<file path="src/rtl/psm_pkg.sv">
// Operation
// - Report each window's largest magnitude, 13 bits
// - Window length: shared 24-bit sample period
// - Peak detection runs only while enabled
// - Software writes period before enabling detection
// - Enable loads period; timer counts output samples
// - Keep larger of sample and running peak
// - Window starts seeded with current sample magnitude
// - Count one copies peak into readable holding
// - Then reload timer and reseed running peak
// - Embedding needs both select bits and route bit
// - Control bits fill MSB first; monitor topmost
// - Software sets link control-bit routing
// - 25-bit frame, MSB first, five start-led subframes
// - Receiver rebuilds frames, checks start bits
// - Sample splits into two octets, tail last
// - Tail zero, pseudorandom, or status control bits
// - Lanes and converters per link configurable; fixed here at two converters over four lanes
// - K, word size, control count within range
// - Both ends share identical link parameters
// - Reset: converter A lanes 0-1, B lanes 2-3
// - Control bits below sample, then tail bits
`default_nettype none
package psm_pkg;

  // ----------------------------------------------------------------
  // Sizes
  // ----------------------------------------------------------------
  localparam int SAMPLE_W   = 14;
  localparam int PEAK_W     = 13;
  localparam int PERIOD_W   = 24;
  localparam int OCTET_W    = 8;
  localparam int WORD_W     = 16;
  localparam int FRAME_W    = 25;
  localparam int SUB_W      = 5;
  localparam int SUB_N      = 5;
  localparam int NUM_CONV   = 2;
  localparam int NUM_LANES  = 4;
  localparam int FRAMES_MF  = 32;
  localparam int FIFO_DEPTH = 4;
  localparam int PRBS_W     = 15;

  // ----------------------------------------------------------------
  // Control bit homes and reset values
  // ----------------------------------------------------------------
  localparam logic [15:0] ADDR_MON_CTRL    = 16'h0270;
  localparam int          MON_PEAK_EN_BIT  = 1;
  localparam logic [15:0] ADDR_EMBED_SEL   = 16'h0279;
  localparam logic [1:0]  EMBED_SEL_ON     = 2'h3;
  localparam logic [15:0] ADDR_EMBED_ROUTE = 16'h027A;
  localparam int          EMBED_ROUTE_BIT  = 1;
  localparam logic [15:0] ADDR_LINK_CS0    = 16'h0559;
  localparam logic [15:0] ADDR_LINK_CS1    = 16'h055A;
  localparam logic [15:0] ADDR_LINK_CS2    = 16'h058F;
  localparam logic [12:0] PEAK_MAX         = 13'h1FFF;
  localparam logic [14:0] PRBS_SEED        = 15'h7FFF;
  localparam logic [4:0]  FRAME_LEFT       = 5'h18;

  typedef enum logic {
    PSM_TAIL_ZERO = 1'b0,
    PSM_TAIL_PRBS = 1'b1
  } psm_tail_e;

  typedef enum logic {
    PSM_RX_HUNT = 1'b0,
    PSM_RX_TAKE = 1'b1
  } psm_rxst_e;

endpackage
`default_nettype wire

</file>
<file path="src/rtl/psm_link_if.sv">
`timescale 1ns/100ps
`default_nettype none
interface psm_link_if;
  logic [7:0] lane0_output;
  logic [7:0] lane1_output;
  logic [7:0] lane2_output;
  logic [7:0] lane3_output;
  logic       frame_valid;
  logic       frame_ready;

  modport tx (
    output lane0_output, lane1_output, lane2_output, lane3_output,
    output frame_valid,
    input  frame_ready
  );
  modport rx (
    input  lane0_output, lane1_output, lane2_output, lane3_output,
    input  frame_valid,
    output frame_ready
  );
endinterface
`default_nettype wire

</file>
<file path="src/rtl/psm_fifo.sv">
`timescale 1ns/100ps
`default_nettype none
module psm_fifo #(
  parameter int WIDTH = 32,
  parameter int DEPTH = 4
) (
  input  wire logic             clk_i,      // Clock
  input  wire logic             arst_n_i,   // Async reset, low
  input  wire logic             in_valid_i, // Write offered
  input  wire logic [WIDTH-1:0] in_data_i,  // Write word
  output logic                  in_ready_o, // Room left
  output logic                  out_valid_o,// Word held
  output logic      [WIDTH-1:0] out_data_o, // Held word
  input  wire logic             out_ready_i // Drain takes
);
  localparam int AW = $clog2(DEPTH);
  localparam int CW = AW + 1;

  typedef struct packed {
    logic [DEPTH-1:0][WIDTH-1:0] mem;
    logic [AW-1:0]               rd;
    logic [AW-1:0]               wr;
    logic [CW-1:0]               cnt;
    logic                        ov;
    logic [WIDTH-1:0]            od;
    logic                        ir;
  } psm_fifo_s;

  localparam psm_fifo_s FIFO_RST = '{mem: '0, rd: '0, wr: '0, cnt: '0,
                                     ov: 1'b0, od: '0, ir: 1'b1};

  psm_fifo_s r;
  psm_fifo_s next_r;

  // ----------------------------------------------------------------
  // Storage, output stage and occupancy
  // ----------------------------------------------------------------
  // Output stage refills from storage first, else straight from input
  always_comb begin
    logic take;
    logic push;
    logic memw;
    logic pop;
    next_r = r;
    take = r.ov & out_ready_i;
    push = in_valid_i & r.ir;
    memw = push;
    pop  = 1'b0;
    if (!r.ov || take) begin
      if (r.cnt != '0) begin
        next_r.od = r.mem[r.rd];
        next_r.rd = r.rd + AW'(1);
        next_r.ov = 1'b1;
        pop = 1'b1;
      end else if (push) begin
        next_r.od = in_data_i;
        next_r.ov = 1'b1;
        memw = 1'b0;
      end else begin
        next_r.ov = 1'b0;
      end
    end
    if (memw) begin
      next_r.mem[r.wr] = in_data_i;
      next_r.wr = r.wr + AW'(1);
    end
    next_r.cnt = r.cnt + CW'(memw) - CW'(pop);
    next_r.ir  = (next_r.cnt < CW'(DEPTH));
  end

  // State register
  always_ff @(posedge clk_i or negedge arst_n_i) begin
    if (!arst_n_i) begin
      r <= FIFO_RST;
    end else begin
      r <= next_r;
    end
  end

  assign in_ready_o  = r.ir;
  assign out_valid_o = r.ov;
  assign out_data_o  = r.od;
endmodule // psm_fifo
`default_nettype wire

</file>
<file path="src/rtl/psm_tx.sv">
`timescale 1ns/100ps
`default_nettype none
module psm_tx #(
  parameter int LANES = psm_pkg::NUM_LANES,
  parameter int CONVS = psm_pkg::NUM_CONV,
  parameter int KMF   = psm_pkg::FRAMES_MF,
  parameter int NP    = psm_pkg::WORD_W,
  parameter int DEPTH = psm_pkg::FIFO_DEPTH
) (
  input  wire logic              clk_i,          // Sample clock
  input  wire logic              arst_n_i,       // Async reset, low
  input  wire logic              sample_valid_i, // Decimated sample
  input  wire logic [13:0]       sample_a_i,     // Converter A
  input  wire logic [13:0]       sample_b_i,     // Converter B
  output logic                   sample_ready_o, // Path can take
  input  wire logic [23:0]       period_i,       // Monitor period value
  input  wire logic              peak_enable_i,  // Detection on
  input  wire logic [1:0]        embed_sel_i,    // Embed select bits
  input  wire logic              embed_route_i,  // Embed route bit
  input  wire logic [1:0]        cs_i,           // Control bits/sample
  input  wire psm_pkg::psm_tail_e tail_mode_i,   // Tail filling
  input  wire logic [1:0]        over_range_i,   // Overrange per conv
  input  wire logic              sysref_cap_i,   // Sync capture seen
  input  wire logic [1:0]        fast_det_i,     // Fast detect per conv
  output logic [1:0][12:0]       peak_hold_o,    // Holding registers
  output logic                   peak_update_o,  // Holding refreshed
  psm_link_if.tx                 link            // Lane side
);
  typedef struct packed {
    logic [23:0]       timer;
    logic              active;
    logic              seed;
    logic [1:0][12:0]  store;
    logic [1:0][12:0]  hold;
    logic              upd;
    logic [1:0][24:0]  sh;
    logic [1:0][4:0]   left;
    logic [1:0]        pend;
    logic [14:0]       prbs;
  } psm_tx_s;

  localparam psm_tx_s TX_RST = '{timer: '0, active: 1'b0, seed: 1'b0,
                                 store: '0, hold: '0, upd: 1'b0,
                                 sh: '0, left: '0, pend: '0,
                                 prbs: psm_pkg::PRBS_SEED};

  psm_tx_s     r;
  psm_tx_s     next_r;
  logic [31:0] fifo_in;
  logic [31:0] fifo_out;
  logic        take;
  logic        embed_on;

  // ----------------------------------------------------------------
  // Helpers
  // ----------------------------------------------------------------
  // Saturated absolute value; the most negative code maps to the top
  function automatic logic [12:0] psm_mag(input logic [13:0] s);
    logic [13:0] a;
    a = s[13] ? 14'(-s) : s;
    return a[13] ? psm_pkg::PEAK_MAX : a[12:0];
  endfunction

  // Five subframes, each a start bit and four data bits
  function automatic logic [24:0] psm_frame(input logic [12:0] h);
    logic [19:0] d;
    logic [24:0] f;
    d = {7'h00, h};
    f = '0;
    for (int i = 0; i < psm_pkg::SUB_N; i++) begin
      f[24 - 5*i -: 5] = {1'b1, d[19 - 4*i -: 4]};
    end
    return f;
  endfunction

  // ----------------------------------------------------------------
  // Sample acceptance and link word build
  // ----------------------------------------------------------------
  // A sample counts only when the buffer can take its word
  assign take     = sample_valid_i & sample_ready_o;
  assign embed_on = (embed_sel_i == psm_pkg::EMBED_SEL_ON) & embed_route_i;

  // Sample on top, control bits next, tail bits at the bottom
  always_comb begin
    logic [1:0][13:0] smp;
    logic [1:0][1:0]  low;
    logic [3:0]       src;
    logic [1:0]       tail;
    smp  = {sample_b_i, sample_a_i};
    low  = '0;
    src  = '0;
    tail = (tail_mode_i == psm_pkg::PSM_TAIL_PRBS) ? r.prbs[1:0] : 2'h0;
    for (int c = 0; c < 2; c++) begin
      // Monitor stream takes the topmost control slot when embedded
      if (embed_on) begin
        src = {(r.left[c] != '0) ? r.sh[c][24] :
               (r.pend[c] ? 1'b1 : 1'b0),
               over_range_i[c], sysref_cap_i, fast_det_i[c]};
      end else begin
        src = {over_range_i[c], sysref_cap_i, fast_det_i[c], 1'b0};
      end
      // Two free bits below a 14-bit sample; a third slot has no room
      low[c][1] = (cs_i != 2'h0) ? src[3] : tail[1];
      low[c][0] = (cs_i >= 2'h2) ? src[2] : tail[0];
    end
    // Converter A feeds lanes 0 and 1, converter B lanes 2 and 3
    fifo_in = {smp[0][13:6], smp[0][5:0], low[0],
               smp[1][13:6], smp[1][5:0], low[1]};
  end

  // ----------------------------------------------------------------
  // Peak detector, period timer and serializer
  // ----------------------------------------------------------------
  // Timer is shared by both channels; each has its own peak store
  always_comb begin
    logic [1:0][12:0] m;
    logic [1:0][12:0] pk;
    logic             last;
    logic [24:0]      fr;
    next_r = r;
    next_r.upd = 1'b0;
    fr = '0;
    m  = {psm_mag(sample_b_i), psm_mag(sample_a_i)};
    pk = '0;
    last = (r.timer <= 24'h000001);
    if (!peak_enable_i) begin
      next_r.active = 1'b0;
    end else if (!r.active) begin
      next_r.active = 1'b1;
      next_r.timer  = period_i;
      next_r.seed   = 1'b1;
    end else if (take) begin
      for (int c = 0; c < 2; c++) begin
        pk[c] = (r.seed || m[c] > r.store[c]) ? m[c] : r.store[c];
        next_r.store[c] = pk[c];
      end
      if (last) begin
        next_r.hold  = pk;
        next_r.upd   = 1'b1;
        next_r.timer = period_i;
        next_r.seed  = 1'b1;
      end else begin
        next_r.timer = r.timer - 24'h000001;
        next_r.seed  = 1'b0;
      end
    end
    // One frame bit leaves per accepted sample, MSB first
    for (int c = 0; c < 2; c++) begin
      if (!embed_on) begin
        next_r.left[c] = '0;
        next_r.pend[c] = 1'b0;
      end else if (take) begin
        if (r.left[c] != '0) begin
          next_r.sh[c]   = {r.sh[c][23:0], 1'b0};
          next_r.left[c] = r.left[c] - 5'h01;
        end else if (r.pend[c]) begin
          fr             = psm_frame(r.hold[c]);
          next_r.sh[c]   = {fr[23:0], 1'b0};
          next_r.left[c] = psm_pkg::FRAME_LEFT;
          next_r.pend[c] = 1'b0;
        end
      end
      // A fresh result queues its frame; set wins over the clear
      if (embed_on && next_r.upd) begin
        next_r.pend[c] = 1'b1;
      end
    end
    // Pseudorandom tail source, x^15 + x^14 + 1
    if (take) begin
      next_r.prbs = {r.prbs[13:0], r.prbs[14] ^ r.prbs[13]};
    end
  end

  // Loading the first frame bit is done one stage early: a pending
  // frame sends its start bit on the same sample that loads it
  always_ff @(posedge clk_i or negedge arst_n_i) begin
    if (!arst_n_i) begin
      r <= TX_RST;
    end else begin
      r <= next_r;
    end
  end

  // ----------------------------------------------------------------
  // Buffer toward the link
  // ----------------------------------------------------------------
  // Link back-pressure stalls sample acceptance through the buffer
  psm_fifo #(
    .WIDTH (32),
    .DEPTH (DEPTH)
  ) u_fifo (
    .clk_i       (clk_i),
    .arst_n_i    (arst_n_i),
    .in_valid_i  (sample_valid_i),
    .in_data_i   (fifo_in),
    .in_ready_o  (sample_ready_o),
    .out_valid_o (link.frame_valid),
    .out_data_o  (fifo_out),
    .out_ready_i (link.frame_ready)
  );

  // Lane mapping for two converters over four lanes
  assign link.lane0_output = fifo_out[31:24];
  assign link.lane1_output = fifo_out[23:16];
  assign link.lane2_output = fifo_out[15:8];
  assign link.lane3_output = fifo_out[7:0];

  // Results straight from the state register
  assign peak_hold_o   = r.hold;
  assign peak_update_o = r.upd;
endmodule // psm_tx
`default_nettype wire

</file>
<file path="src/flat_wrapper.sv">
// flat-port wrapper written by rule: the top's interface ports become plain ports
module psm_tx_flat 
#(
  parameter int LANES = psm_pkg::NUM_LANES,
  parameter int CONVS = psm_pkg::NUM_CONV,
  parameter int KMF   = psm_pkg::FRAMES_MF,
  parameter int NP    = psm_pkg::WORD_W,
  parameter int DEPTH = psm_pkg::FIFO_DEPTH
)
  (clk_i, arst_n_i, sample_valid_i, sample_a_i, sample_b_i, sample_ready_o, period_i, peak_enable_i, embed_sel_i, embed_route_i, cs_i, tail_mode_i, over_range_i, sysref_cap_i, fast_det_i, peak_hold_o, peak_update_o, link_lane0_output, link_lane1_output, link_lane2_output, link_lane3_output, link_frame_valid, link_frame_ready);
  psm_link_if link_i ();
  input  wire logic clk_i;
  input  wire logic arst_n_i;
  input  wire logic sample_valid_i;
  input  wire logic [13:0] sample_a_i;
  input  wire logic [13:0] sample_b_i;
  output logic sample_ready_o;
  input  wire logic [23:0] period_i;
  input  wire logic peak_enable_i;
  input  wire logic [1:0] embed_sel_i;
  input  wire logic embed_route_i;
  input  wire logic [1:0] cs_i;
  input  wire psm_pkg::psm_tail_e tail_mode_i;
  input  wire logic [1:0] over_range_i;
  input  wire logic sysref_cap_i;
  input  wire logic [1:0] fast_det_i;
  output logic [1:0][12:0] peak_hold_o;
  output logic peak_update_o;
  output wire logic [$bits(link_i.lane0_output)-1:0] link_lane0_output;
  output wire logic [$bits(link_i.lane1_output)-1:0] link_lane1_output;
  output wire logic [$bits(link_i.lane2_output)-1:0] link_lane2_output;
  output wire logic [$bits(link_i.lane3_output)-1:0] link_lane3_output;
  output wire logic [$bits(link_i.frame_valid)-1:0] link_frame_valid;
  input wire logic [$bits(link_i.frame_ready)-1:0] link_frame_ready;
  assign link_lane0_output = link_i.lane0_output;
  assign link_lane1_output = link_i.lane1_output;
  assign link_lane2_output = link_i.lane2_output;
  assign link_lane3_output = link_i.lane3_output;
  assign link_frame_valid = link_i.frame_valid;
  assign link_i.frame_ready = link_frame_ready;
  psm_tx #(.LANES(LANES), .CONVS(CONVS), .KMF(KMF), .NP(NP), .DEPTH(DEPTH)) u_core (.clk_i(clk_i), .arst_n_i(arst_n_i), .sample_valid_i(sample_valid_i), .sample_a_i(sample_a_i), .sample_b_i(sample_b_i), .sample_ready_o(sample_ready_o), .period_i(period_i), .peak_enable_i(peak_enable_i), .embed_sel_i(embed_sel_i), .embed_route_i(embed_route_i), .cs_i(cs_i), .tail_mode_i(tail_mode_i), .over_range_i(over_range_i), .sysref_cap_i(sysref_cap_i), .fast_det_i(fast_det_i), .peak_hold_o(peak_hold_o), .peak_update_o(peak_update_o), .link(link_i));
endmodule
</file>
<file path="config.mk">
export PLATFORM = sky130hd
export DESIGN_NAME = psm_tx_flat
export DESIGN_NICKNAME = d
export VERILOG_FILES = /design/src/rtl/psm_pkg.sv /design/src/rtl/psm_link_if.sv /design/src/rtl/psm_fifo.sv /design/src/rtl/psm_tx.sv /design/src/flat_wrapper.sv
export SDC_FILE = /design/constraint.sdc
export NUM_CORES = 1
export LEC_CHECK = 0
export BUFFER_PORTS_ARGS = -buffer_cell sky130_fd_sc_hd__buf_2
export CORE_ASPECT_RATIO = 0.75
export CORE_MARGIN = 2
export CORE_UTILIZATION = 40
export CTS_CLUSTER_DIAMETER = 30
export DETAILED_ROUTE_END_ITERATION = 6
export SLEW_MARGIN = 25
export SYNTH_ARGS = -nofsm -noshare
export SYNTH_HDL_FRONTEND = slang
export SYNTH_HIERARCHICAL = 1
export SYNTH_SLANG_ARGS = --single-unit
</file>
<file path="constraint.sdc">
create_clock -name clk_i -period 4.4 [get_ports clk_i]
set_clock_uncertainty 0.05 [all_clocks]
set_input_delay 0.66 -clock clk_i [delete_from_list [all_inputs] [get_ports clk_i]]
set_output_delay 0.66 -clock clk_i [all_outputs]
set_load 0.05 [all_outputs]
</file>
==> impl_metrics.ini, run 1 <==
[grt]
grt_first_pass_wirelength_mm = 66.25
grt_remaining_overflow = 0
grt_pass1_vias = 12050
track_usage = 0.1891
grt_start_max_net_pins = 118
antenna_found_initial = 0

[sta]
fin_crit_ns = 4.011
tightestPinTransition_ns = 1.053
hold_viol = 0
slew-limit-headroom = 0.2962
slew_viol_final = 0
setup_viol_count_final = 0
rsz0062_at_grt = no
fmax_ghz = 0.2493
timing.final.crit_share = 0.9116

[critical_path]
crit_type = in -> reg
cp_max_fo = 9
cp.arrival_ns = 4.41
worstPathRequired_ns = 4.80
cp-startpoint = sample_a_i[1]
critPathLaunchType = input pin
slowest_delay_ns = 0.67
cp_top_family = simple AND/OR/NAND/NOR gates
reg2reg_from = u_core/r[142]
crit_buf_inv = 4
end_kind = flop
path_cells = buf_2 -> inv_1 -> ha_1 -> or4b_2 -> or2_2 -> o41ai_1 -> a21oi_1 -> ha_1 -> nand2_1 -> nor4_1 -> buf_4 -> o21ai_0 -> a22oi_1 -> nor2b_1 -> buf_4 -> mux2_2
slowest_stage = or4b_2

[synth]
synthCells = 1501
syn-cell-area_sq_um = 16880
syn_nets = 1608
postSynth.asyncResetShare = 1.000
synth_common_cells = dfrtp_1 (307), nand2_1 (191), mux2_4 (120)
ys_warn_count = 6
synth_cell_types = 68
synthTopCellsByArea = dfrtp_1 (46%), mux2_4 (11%), mux4_2 (4.3%)
synth_top_cell_by_area = dfrtp_1
syn_avg_cell_area_sq_um = 11.25
synth_most_common_cell = dfrtp_1
synth_enable_flop_cells = 0
ys_seq_elements = 323
ys.flop_type = dfrtp_1
synth_top_area_share = 0.4551
seq_area_frac_synth = 0.4800

[clocking]
clk_latency_ns = 0.57
cts_tree = yes
cts-root-buf = clkbuf_16
cts_buffer_depth = 3
htree_levels = 2
ctsResizeCount = 0
clock-sinks = 323
path_clk_slew_ns = 0.05
cts-buffers-inserted = 60

[placement]
routabilityCongestion = 0.8119
placement.io_buffers = 126
hpwl_mm = 26.05

[die]
io_pins = 129
core_sq_um = 41880
start_util = 0.4031
chipWidth_microns = 241.2
dieHeight_microns = 181.9
dieArea_sq_um = 43880
fp-row-count = 65

[drt]
route.detailed.drc = 0
wl_per_cell_microns = 18.10
routed_via_density = 5.209
wl_mm = 40.59
first_iter_violations = 701
vias = 11680
dr.pass1.iters = 5
antenna_left = 0

[power_and_ir_drop]
leakagePower_nw = 9.753
powerDensity_nw_per_um2 = 691.3
vdd_drop_max_v = 0.0003290
power_w = 0.01393

[min_path]
hold_class = in -> reg
hp-start = peak_enable_i

[cells_and_area]
post-route-util = 0.4811
drive_above_1_share = 0.3244
synthToLayoutAreaGrowth_pct = 19.37
antenna_cells = 0
final_nets = 1731

[flow_run]
max-cap-violations = 0

[run_status]
status = complete, no violations
-- final timing paths --
check,end,slack [ns],depth (start not counted)
max,u_core/r[110],0.39,16
min,u_core/r[131],0.21,1
max reg2reg,u_core/peak_hold_o[6],1.23,7
min reg2reg,u_core/r[5],0.40,2
max in group asynchronous,u_core/r[152],2.65,4
min in group asynchronous,u_core/r[63],0.49,2
-- per-layer routing --
layer	global-route usage	part of all wire
met4	0.05556	0.024
met1	0.2680	0.47
met2	0.2952	0.46
met5	0	0
met3	0.03466	0.048
-- report_power, final --
| part | total [W] | switching (W) | internal, W |
|---|---|---|---|
| Sequential | 0.00469 | 0.000738 | 0.00395 |
| Combinational | 0.00444 | 0.00219 | 0.00225 |
| Clock | 0.00480 | 0.00161 | 0.00319 |
-- timing repair --
action | in CTS | in global routing
hold buffers | 0 | 1
endpoints found under the hold margin | 0 | 23
setup buffers | 0 | 0
-- registers in the layout, indices dropped and copies added (netlist names) --
name and count:
u_core/r 127, u_core/peak_hold_o 26, u_core/u_fifo/out_valid_o 1, u_core/peak_update_o 1
u_core/u_fifo/r 135, u_core/u_fifo/out_data_o 32, u_core/u_fifo/in_ready_o 1
-- per-stage QoR --
step	hold WS, ns	cell area [sq um]	TNS, ns	std cells	worst slack, ns
floorplan	0.3144	16880	0	1501	0.01820
global route	0.1887	20150	0	2243	0.2257
CTS	0.1687	20110	0	2241	0.4792
detailed placement	0.3928	17990	-0.8622	2129	-0.09458
global placement	0.3894	17980	-2.889	2129	-0.1691
finish	0.2116	20150	0	2243	0.3891
-- cell type report --
cell class / count / area (sq um)
Clock buffer: 71 / 1634
Clock inverter: 41 / 493.0
Fill cell: 3805 / 21730
Inverter: 53 / 200.2
Multi-Input combinational cell: 984 / 7735
Sequential cell: 323 / 8107
Tap cell: 569 / 711.9
Timing Repair Buffer: 202 / 1271
-- cells by family after synthesis --
| family | after synthesis | share of synthesized area |
|---|---|---|
| AOI/OAI and AO/OA | 290 | 0.1032 |
| xor gates and xnor gates | 20 | 0.01038 |
| adders and majority gates | 39 | 0.02935 |
| buffers and inverters | 194 | 0.06433 |
| DFF | 323 | 0.4800 |
| muxes | 243 | 0.2060 |
| and+or+nand+nor | 392 | 0.1068 |
-- cell usage in the layout, fill, tap and decap left out, types with 16 or more instances in the layout --
cell	n
buf_2	125
buf_4	71
o21ai_1	23
mux2_4	120
nand3_1	28
mux2i_1	56
a21oi_1	96
nor3_1	18
nand2_1	191
o21ai_0	86
ha_1	38
mux2_2	35
o2bb2ai_1	32
mux4_2	32
dfstp_2	16
inv_1	52
nor2_1	80
dfrtp_1	306
clkbuf_16	61
No activity file was read; power rests on OpenSTA's default activity.
==> run 2: changes to the inputs <==
Settings changed: PLACE_DENSITY_LB_ADDON set to 0.25.
==> impl_metrics.ini, run 2 (same netlist as run 1, synthesis figures left out) <==
[run_status]
status = complete, no violations

[grt]
antenna_found_initial = 1
grt_start_max_net_pins = 102
track_usage = 0.1913
grt_first_pass_wirelength_mm = 66.50
grt_pass1_vias = 12050
grt_remaining_overflow = 0

[clocking]
cts-buffers-inserted = 69
clock-sinks = 323
htree_levels = 3
cts_hold_buffers = 0
cts_tree = yes
path_clk_slew_ns = 0.04
clk_latency_ns = 0.57
cts_buffer_depth = 3
ctsResizeCount = 0
cts_setup_buffers = 0
cts-root-buf = clkbuf_16

[sta]
rsz0062_at_grt = no
setup_viol_count_final = 0
fmax_ghz = 0.2513
fin_ws_ns = 0.4212
tightestPinTransition_ns = 1.069
slew_viol_final = 0
timing.final.crit_share = 0.9043
fin_crit_ns = 3.979
slew-limit-headroom = 0.2808
hold_viol = 0

[power_and_ir_drop]
powerDensity_nw_per_um2 = 705.5
vdd_drop_max_v = 0.0003212
leakagePower_nw = 9.877

[drt]
dr.pass1.iters = 5
wl_mm = 40.73
wl_per_cell_microns = 18.02
routed_via_density = 5.185
antenna_left = 0
route.detailed.drc = 0
vias = 11720
first_iter_violations = 711

[die]
core_sq_um = 41880
io_pins = 129
start_util = 0.4031
fp-row-count = 65
chipWidth_microns = 241.2
dieHeight_microns = 181.9
dieArea_sq_um = 43880

[cells_and_area]
final_nets = 1742
drive_above_1_share = 0.3294
post-route-util = 0.4871
synthToLayoutAreaGrowth_pct = 20.85
final_area_sq_um = 20400
antenna_cells = 0
largest_register = u_core/u_fifo/r
final_common_cell = dfrtp_1
largest_reg_flops = 135
final_cell_mix = dfrtp_1 (306), nand2_1 (191), buf_2 (125), mux2_4 (120), a21oi_1 (96)

[critical_path]
critPathLaunchType = input pin
worstPathRequired_ns = 4.79
crit_type = in -> reg
reg2reg_to = u_core/peak_hold_o[22]
cp_max_fo = 10
reg2reg_from = u_core/r[142]
reg2reg_depth = 8
r2r_slack_ns = 1.12
end_kind = flop
cp.arrival_ns = 4.37

[min_path]
hold_class = in -> async

[placement]
post-place-ws_ns = -0.1714
hpwl_mm = 26.00
placed_area_sq_um = 18000
placement.io_buffers = 126
routabilityCongestion = 0.8453

[flow_run]
max-cap-violations = 0
run 2: changes by cell type in the layout (fill, tap and decap cells not counted), sizes merged:
cell	delta
dlygate4sd3	-1
buf	+3
clkbuf	+17
inv	-2
clkinv	+2
bufinv	-2
run 2: critical path, cell delays in order:
cell and delay, ns:
buf_2 0.13, inv_1 0.09, ha_1 0.17, or4b_2 0.61, or2_2 0.31, o41ai_1 0.28
a21oi_1 0.12, ha_1 0.31, nand2_1 0.08, nor4_1 0.38, buf_4 0.18, o21ai_0 0.06
a22oi_1 0.20, nor2b_1 0.20, buf_4 0.23, mux2_2 0.35
run 2: worst max path at each step:
stage | from | to | slack [ns]
final | sample_a_i[0] | u_core/r[112] | 0.42
after global routing | sample_a_i[0] | u_core/r[112] | 0.16
after CTS | sample_a_i[0] | u_core/r[112] | 0.43
after detailed placement | sample_a_i[0] | u_core/r[109] | -0.17
after global placement | sample_b_i[0] | u_core/r[129] | -0.19
after floorplan | sample_a_i[7] | u_core/r[104] | 0.02
run 2: layer usage:
metal | vias to the layer above | GRT usage | share of wire
li1 | 5546 | - | -
met1 | 5877 | 0.2723 | 0.48
met2 | 223 | 0.2957 | 0.46
met3 | 70 | 0.03801 | 0.037
met4 | 2 | 0.05506 | 0.019
met5 | - | 0 | 0.00032
run 2: layout make-up:
type                       instances  area [sq um]
timing repair buffer             204          1251
fill                            3734         21480
tap                              569         711.9
clock inverter                    39         459.2
inverter                          53         200.2
clock buffer                      88          1941
multi-input combinational        984          7735
sequential                       323          8104
run 2: per-stage QoR:
step | hold slack (ns) | power (W) | instances | TNS (ns)
6_report | 0.1092 | 0.01439 | 2260 | 0
5_1_grt | 0.1700 | 0.01519 | 2260 | 0
4_1_cts | 0.1199 | 0.01455 | 2260 | 0
3_5_place_dp | 0.3936 | 0.009147 | 2133 | -2.063
3_3_place_gp | 0.3898 | 0.009025 | 2133 | -3.369
2_1_floorplan | 0.3144 | 0.008240 | 1501 | 0
run 2: report_power, final:
| group | internal [W] | switching (W) |
|---|---|---|
| registers | 0.00395 | 0.000716 |
| logic | 0.00225 | 0.00218 |
| clock network | 0.00355 | 0.00174 |
| total | 0.00976 | 0.00464 |
